`src/design/cbg_pkg.sv`:
```
// Package: constants and carriers for the processor board glue block
package cbg_pkg;

   // ************************************************************
   // Address map
   // ************************************************************
   localparam logic [15:0] CBG_RAM0_LO       = 16'h0000;
   localparam logic [15:0] CBG_RAM0_HI       = 16'h03FF;
   localparam logic [15:0] CBG_RAM1_LO       = 16'h0400;
   localparam logic [15:0] CBG_RAM1_HI       = 16'h07FF;
   localparam logic [15:0] CBG_STATUS_LO     = 16'h1000;
   localparam logic [15:0] CBG_STATUS_HI     = 16'h17FF;
   localparam logic [15:0] CBG_PANEL_LO      = 16'h1800;
   localparam logic [15:0] CBG_PANEL_HI      = 16'h1FFF;
   localparam logic [15:0] CBG_ROMC_LO       = 16'h6000;
   localparam logic [15:0] CBG_ROMC_HI       = 16'h7FFF;
   localparam logic [15:0] CBG_ROMB_LO       = 16'h8000;
   localparam logic [15:0] CBG_ROMB_HI       = 16'h9FFF;
   localparam logic [15:0] CBG_ROMA_LO       = 16'hA000;
   localparam logic [15:0] CBG_ROMA_HI       = 16'hBFFF;
   localparam logic [15:0] CBG_ROMH_LO       = 16'hC000;
   localparam logic [15:0] CBG_ROMH_HI       = 16'hFFFF;
   localparam logic [15:0] CBG_STATUS_OFS    = 16'h1000;

   // ************************************************************
   // Status byte bit positions
   // ************************************************************
   localparam int CBG_SB_RETRACE = 0;
   localparam int CBG_SB_PLUGIN  = 1;
   localparam int CBG_SB_REMOTE  = 2;
   localparam int CBG_SB_PIFLAG  = 3;
   localparam int CBG_SB_MARKER  = 4;
   localparam int CBG_SB_SUPPLY  = 5;
   localparam int CBG_SB_AIRFLOW = 6;
   localparam int CBG_SB_TEST    = 7;

   // ************************************************************
   // Reset values
   // ************************************************************
   localparam logic [7:0] CBG_SEL_IDLE  = 8'hFF;
   localparam logic [7:0] CBG_BYTE_ZERO = 8'h00;
   localparam logic [4:0] CBG_ADDR_ZERO = 5'h00;

   // ************************************************************
   // Carriers
   // ************************************************************
   typedef struct packed {
      logic [15:0] addr;
      logic        write_n;
      logic        valid_mem_addr;
      logic        addr_valid_strobe;
      logic        io_strobe;
   } cbg_cpu_bus_t;

   typedef struct packed {
      logic retrace_int_req_n;
      logic plugin_int_req_n;
      logic remote_if_int_req_n;
      logic panel_int_req_n;
      logic plugin_nm_req_n;
      logic plugin_service_flag_n;
      logic marker_pass_flag_n;
      logic supply_fail_n;
      logic airflow_fail_n;
      logic test_n;
   } cbg_req_t;

   typedef struct packed {
      logic rom_high_bank_sel_n;
      logic rom_bank_a_sel_n;
      logic rom_bank_b_sel_n;
      logic rom_bank_c_sel_n;
      logic ram_bank0_sel_n;
      logic ram_bank1_sel_n;
      logic panel_sel_n;
      logic status_sel_n;
   } cbg_sel_t;

endpackage : cbg_pkg

```
`src/design/cbg_glue.sv`:
```
// Module: processor board selects, panel buffer, interrupts, status byte
//
// Overview of operation
// RULE_01 - ROM high bank select for C000-FFFF
// RULE_02 - Three 8K ROM selects, A000/8000/6000 blocks
// RULE_03 - RAM bank spans both nibble parts together
// RULE_04 - RAM bank 0 select for 0000-03FF
// RULE_05 - RAM bank 1 select for 0400-07FF
// RULE_06 - Write line low writes, high reads RAM
// RULE_07 - Panel buffer enabled by panel select, 1800-1FFF
// RULE_08 - Panel buffer direction follows write line
// RULE_09 - Panel address and control always driven
// RULE_10 - Any low request asserts maskable interrupt
// RULE_11 - Panel request also covers retrace request
// RULE_12 - Maskable enable low forces interrupt inactive
// RULE_13 - Non-maskable request passes to processor
// RULE_14 - Non-maskable enable low forces it inactive
// RULE_15 - Reserved non-maskable request never driven low
// RULE_16 - Status byte is eight inverted inputs
// RULE_17 - Status byte driven only at 1000-17FF
// RULE_18 - Software infers panel request when none listed
// RULE_19 - Software polls supply bits for errors
// RULE_20 - Test bit sends software to panel test
// RULE_21 - Marker flag low means marker test passed
// RULE_22 - Plug-in flag low requests idle service
// RULE_23 - RAM selects qualified by strobe and power
// RULE_24 - All selects need address strobe and valid
// RULE_25 - Status bits placed at fixed positions
module cbg_glue (
   // Clock and reset
   input  wire logic               clk_sys_in,
   input  wire logic               rstn_in,
   input  wire logic               clk_en_in,
   // Processor bus
   input  wire cbg_pkg::cbg_cpu_bus_t cpu_bus_in,
   input  wire logic               power_good_in,
   output logic [7:0]              cpu_data_out,
   output logic                    cpu_data_oe_out,
   input  wire logic [7:0]         cpu_data_in,
   // Decoded selects
   output cbg_pkg::cbg_sel_t       sel_out,
   output logic                    ram_write_n_out,
   // Front-panel bus
   output logic [7:0]              panel_data_out,
   output logic                    panel_data_oe_out,
   input  wire logic [7:0]         panel_data_in,
   output logic [4:0]              panel_addr_out,
   output logic                    panel_read_n_out,
   output logic                    panel_strobe_n_out,
   output logic                    panel_enable_out,
   // Interrupts and status inputs
   input  wire cbg_pkg::cbg_req_t  req_in,
   input  wire logic               maskable_int_enable_in,
   input  wire logic               nonmaskable_int_enable_in,
   output logic                    cpu_int_req_n_out,
   output logic                    cpu_nm_int_req_n_out
);
   import cbg_pkg::*;

   // ************************************************************
   // State
   // ************************************************************
   typedef struct packed {
      cbg_sel_t   sel;
      logic       ram_write_n;
      logic [7:0] cpu_data;
      logic       cpu_data_oe;
      logic [7:0] panel_data;
      logic       panel_data_oe;
      logic [4:0] panel_addr;
      logic       panel_read_n;
      logic       panel_strobe_n;
      logic       panel_enable;
      logic       int_req_n;
      logic       nm_int_req_n;
   } cbg_state_t;

   cbg_state_t state_q;
   cbg_state_t state_d;
   logic       cycle_ok;
   logic [7:0] status_byte;

   function automatic logic in_range(input logic [15:0] a,
                                     input logic [15:0] lo,
                                     input logic [15:0] hi);
      in_range = (a >= lo) && (a <= hi);
   endfunction : in_range

   // ************************************************************
   // Status byte
   // ************************************************************
   always_comb begin
      status_byte                 = CBG_BYTE_ZERO;                 // see RULE_25
      status_byte[CBG_SB_RETRACE] = ~req_in.retrace_int_req_n;     // see RULE_16
      status_byte[CBG_SB_PLUGIN]  = ~req_in.plugin_int_req_n;
      status_byte[CBG_SB_REMOTE]  = ~req_in.remote_if_int_req_n;
      status_byte[CBG_SB_PIFLAG]  = ~req_in.plugin_service_flag_n;
      status_byte[CBG_SB_MARKER]  = ~req_in.marker_pass_flag_n;
      status_byte[CBG_SB_SUPPLY]  = ~req_in.supply_fail_n;
      status_byte[CBG_SB_AIRFLOW] = ~req_in.airflow_fail_n;
      status_byte[CBG_SB_TEST]    = ~req_in.test_n;
   end

   // ************************************************************
   // Next state
   // ************************************************************
   always_comb begin
      state_d  = state_q;
      cycle_ok = cpu_bus_in.addr_valid_strobe
               & cpu_bus_in.valid_mem_addr;                        // see RULE_24
      state_d.sel = cbg_sel_t'(CBG_SEL_IDLE);
      if (cycle_ok) begin
         state_d.sel.rom_high_bank_sel_n =
            !in_range(cpu_bus_in.addr, CBG_ROMH_LO, CBG_ROMH_HI);  // see RULE_01
         state_d.sel.rom_bank_a_sel_n =
            !in_range(cpu_bus_in.addr, CBG_ROMA_LO, CBG_ROMA_HI);  // see RULE_02
         state_d.sel.rom_bank_b_sel_n =
            !in_range(cpu_bus_in.addr, CBG_ROMB_LO, CBG_ROMB_HI);  // see RULE_02
         state_d.sel.rom_bank_c_sel_n =
            !in_range(cpu_bus_in.addr, CBG_ROMC_LO, CBG_ROMC_HI);  // see RULE_02
         // One select drives both nibble parts of a bank
         state_d.sel.ram_bank0_sel_n =                             // see RULE_03
            !(in_range(cpu_bus_in.addr, CBG_RAM0_LO, CBG_RAM0_HI)  // see RULE_04
              && cpu_bus_in.io_strobe && power_good_in);           // see RULE_23
         state_d.sel.ram_bank1_sel_n =
            !(in_range(cpu_bus_in.addr, CBG_RAM1_LO, CBG_RAM1_HI)  // see RULE_05
              && cpu_bus_in.io_strobe && power_good_in);           // see RULE_23
         state_d.sel.panel_sel_n =
            !in_range(cpu_bus_in.addr, CBG_PANEL_LO, CBG_PANEL_HI);// see RULE_07
         state_d.sel.status_sel_n =
            !in_range(cpu_bus_in.addr, CBG_STATUS_LO, CBG_STATUS_HI);
      end
      state_d.ram_write_n = cpu_bus_in.write_n;                    // see RULE_06

      // Panel data buffer, enable and direction
      state_d.panel_data_oe = !state_d.sel.panel_sel_n
                            && !cpu_bus_in.write_n;                // see RULE_08
      state_d.panel_data    = cpu_data_in;
      // Address and control lines always driven
      state_d.panel_addr     = cpu_bus_in.addr[4:0];               // see RULE_09
      state_d.panel_enable   = !state_d.sel.panel_sel_n;
      state_d.panel_read_n   = !(!state_d.sel.panel_sel_n
                                 && cpu_bus_in.write_n);
      state_d.panel_strobe_n = !(!state_d.sel.panel_sel_n
                                 && cpu_bus_in.io_strobe);

      // Processor data bus: status byte or panel read data
      state_d.cpu_data_oe = cpu_bus_in.write_n
                          && (!state_d.sel.status_sel_n            // see RULE_17
                              || !state_d.sel.panel_sel_n);        // see RULE_08
      state_d.cpu_data    = !state_d.sel.status_sel_n
                          ? status_byte : panel_data_in;

      // Interrupt merge; panel request already carries retrace
      state_d.int_req_n = !(maskable_int_enable_in                 // see RULE_12
                            && (!req_in.plugin_int_req_n           // see RULE_10
                                || !req_in.remote_if_int_req_n
                                || !req_in.panel_int_req_n));      // see RULE_11
      state_d.nm_int_req_n = !(nonmaskable_int_enable_in           // see RULE_14
                               && !req_in.plugin_nm_req_n);        // see RULE_13
   end

   // ************************************************************
   // Registers
   // ************************************************************
   always_ff @(posedge clk_sys_in or negedge rstn_in) begin
      if (!rstn_in) begin
         state_q                <= '0;
         state_q.sel            <= cbg_sel_t'(CBG_SEL_IDLE);
         state_q.ram_write_n    <= 1'b1;
         state_q.panel_read_n   <= 1'b1;
         state_q.panel_strobe_n <= 1'b1;
         state_q.int_req_n      <= 1'b1;
         state_q.nm_int_req_n   <= 1'b1;
         state_q.cpu_data       <= CBG_BYTE_ZERO;
         state_q.panel_addr     <= CBG_ADDR_ZERO;
      end else if (clk_en_in) begin
         state_q <= state_d;
      end
   end

   // ************************************************************
   // Outputs
   // ************************************************************
   assign sel_out              = state_q.sel;
   assign ram_write_n_out      = state_q.ram_write_n;
   assign cpu_data_out         = state_q.cpu_data;
   assign cpu_data_oe_out      = state_q.cpu_data_oe;
   assign panel_data_out       = state_q.panel_data;
   assign panel_data_oe_out    = state_q.panel_data_oe;
   assign panel_addr_out       = state_q.panel_addr;
   assign panel_read_n_out     = state_q.panel_read_n;
   assign panel_strobe_n_out   = state_q.panel_strobe_n;
   assign panel_enable_out     = state_q.panel_enable;
   assign cpu_int_req_n_out    = state_q.int_req_n;
   assign cpu_nm_int_req_n_out = state_q.nm_int_req_n;

endmodule : cbg_glue

```
`config.mk`:
```
export PLATFORM = sky130hd
export DESIGN_NAME = cbg_glue
export DESIGN_NICKNAME = d
export VERILOG_FILES = /design/src/design/cbg_pkg.sv /design/src/design/cbg_glue.sv
export SDC_FILE = /design/constraint.sdc
export NUM_CORES = 1
export LEC_CHECK = 0
export CORE_AREA = 2 2 59 61
export DETAILED_ROUTE_END_ITERATION = 6
export DIE_AREA = 0 0 61 63
export DONT_BUFFER_PORTS = 1
export PLACE_DENSITY = 0.75
export SYNTH_ARGS = -nofsm -noshare
export SYNTH_HDL_FRONTEND = slang
export SYNTH_SLANG_ARGS = --single-unit
```
`constraint.sdc`:
```
create_clock -name clk_sys_in -period 1.8 [get_ports clk_sys_in]
set_input_delay 0.27 -clock clk_sys_in [delete_from_list [all_inputs] [get_ports clk_sys_in]]
set_output_delay 0.27 -clock clk_sys_in [all_outputs]
set_load 0.01 [all_outputs]
```
==> summary.txt <==
status: completed
DIE WIDTH: 61 um
Max Freq: 0.725 GHz
core area: 0.00323 sq mm
Nets: 196
Synth cell types: 23
IO Count: 89
max-cap violations: 0
min cycle time layout: 1.38 ns
Max Buffers Root-to-Sink: 2
ANT cells: 0
worst reg-to-reg setup slack: 0.42 ns
via count: 1070
largest net degree at the start of global routing: 48
worst endpoint required time: 2.07 ns
max_slew headroom: 65.4%
routed wire length: 3280 um
Worst R2R Path Depth: 3
initial antenna violation count: 0
Setup crit end: sel_out[7]
Slew Viols, Final: 0
DRC: 0
Tcrit/Tclk final: 76.6%
pwr/cell area: 833 mW/mm^2
drt initial violations: 23
reported leakage power: 0.674 nW
crit path launch type: flop
CTS tree: done
setup tns final: 0 ns
FF+latch count, synth: 37
CP endpoint kind: flop
worst vdd ir: 518 uV
Final Skew: 0 ns
global route overflow: 0
antenna viol nets, final: 0
DIE AREA: 0.00384 sq mm
input/output buffers: 0
synthesized instance count: 133
fill count: 300
Synth Net Count: 185
root cell of the clock tree: clkbuf_4
P&R area growth vs syn: 14.3%
Final setup viols: 0
Via density: 5.60
Hold Vio Cnt, Final: 0
Post-CTS Hold Fix Bufs: 10
yosys warns: 0
Pwr Total: 1.46 mW
post-synthesis sequential area ratio: 61.4%
DIE HEIGHT: 63 um
Post-Syn Area: 0.00154 sq mm
Post-synth EDFFs: 0
worst-skew pair later-pin latency: 0.32 ns
vias in the first global route: 1119
Synth Flop Type: dfrtp_1
worst hold slack: 0.0359 ns
GRT Total Usage: 18.0%
CP arrival: 1.65 ns
FF+latch area: 942 sq um
Post-synth ARST share: 100%
Initial Util: 47.5%
footprint of the multi-input gates: 534 sq um
layout cells sized above 1: 13.8%
Worst setup startpoint: sel_out[7]
dpl hpwl: 2200 um
RSZ-0062 raised after global routing: no
Std-Cell Rows: 21
syn_area_per_cell: 11.5 sq um
crit path kind: reg2reg
Sink Count: 37
CTS-repair resized insts: 0
clock-pin slew on the worst setup and hold paths: 0.10 ns
worst-path maximum fanout: 2
commonest cells after routing, fill and taps aside: dfrtp_1, nor2_1, mux2_1, dfstp_2, a31oi_1
commonest non-fill, non-tap cell in the layout: dfrtp_1
CTS Buf Count: 5
worst slew pin tran: 0.517 ns
first-pass GRT wire length: 5050 um
Hold Path Class: in2reg
RePlAce Congestion: 0.656
WL/cell: 17.2 um
reg-to-reg startpoint: sel_out[7]
drt first pass iters: 4
H-tree depth: 2
RR Endpoint: sel_out[7]
Post-CTS Repair Setup Buffers: 0
## worst max-delay path: stages, from the launching register on
cell	delay (ns)
dfstp_2	0.58
nor2_1	0.05
a31oi_1	0.13
dlygate4sd3_1	0.56
## power by group
| group | leakage (nW) | internal, mW | switching [mW] |
|---|---|---|---|
| Combinational | 0.227 | 0.0615 | 0.0520 |
| Clock | 0.0265 | 0.156 | 0.236 |
| Sequential | 0.420 | 0.895 | 0.0629 |
## flip-flops by register name, indices dropped and copies added (netlist names), 5 cells and up
| signal | cells |
|---|---|
| panel_addr_out | 5 |
| sel_out | 8 |
| cpu_data_out | 8 |
| panel_data_out | 8 |
## through the flow
stage / instance area, sq um / utilization [%] / cells / setup WS [ns]
2_1_floorplan: 1540 / - / 133 / 0.311
3_3_place_gp: 1580 / 48.8 / 171 / 0.191
3_5_place_dp: 1580 / 48.8 / 171 / 0.151
4_1_cts: 1740 / 53.7 / 189 / 0.417
5_1_grt: 1760 / 54.3 / 191 / 0.342
6_report: 1760 / 54.3 / 191 / 0.421
## how the worst min path moves through the flow
| stage | depth (start not counted) | slack [ns] | start | to |
|---|---|---|---|---|
| after detailed placement | 0 | -0.02 | rstn_in | panel_addr_out[2] |
| after global placement | 0 | -0.02 | rstn_in | panel_addr_out[2] |
| final | 1 | 0.04 | clk_en_in | cpu_data_out[6] |
| after CTS | 1 | 0.007 | clk_en_in | cpu_data_oe_out |
| after global routing | 1 | 0.001 | clk_en_in | cpu_data_out[0] |
| after floorplan | 0 | -0.03 | rstn_in | cpu_data_oe_out |
## per-layer routing
metal / track usage, % / share of wire (%) / wire [um]
met5: 0 / 0 / 0
met4: 5.71 / 0.58 / 19
met3: 6.42 / 7.9 / 260
met2: 33.6 / 57 / 1870
met1: 17.5 / 34 / 1130
## kinds of logic (layout without fill, tap and decap cells)
family | after synthesis | after routing | synth area share (%)
buffers and inverters | 15 | 27 | 3.83
AO/OA/AOI/OAI | 30 | 30 | 12.1
multiplexers | 14 | 14 | 10.3
AND/OR/NAND/NOR | 37 | 37 | 12.4
flip-flops | 37 | 37 | 61.4
## final cells by class
cell class,count,share of cell area (%)
flip-flops and latches,37,53.7
multi-input cells,81,30.4
repair buffers,13,8.55
well taps,46,3.28
clock buffers,8,2.78
inverters,6,1.28
## synth_stat cells, types with 2 or more instances
library cell  count  area (sq um)
a31oi_1          12          75.1
buf_2             2          10.0
nand3_1           2          10.0
clkbuf_1          4          15.0
mux2_1           14           158
o32a_1            4          40.0
buf_1             3          11.3
dfrtp_1          24           601
a21oi_1           3          15.0
nand4_1           2          12.5
or3_1             8          50.1
nor2_1           18          67.6
inv_1             6          22.5
o21ai_1          10          50.1
dfstp_2          13           342
Power figures use the tool's default switching activity.
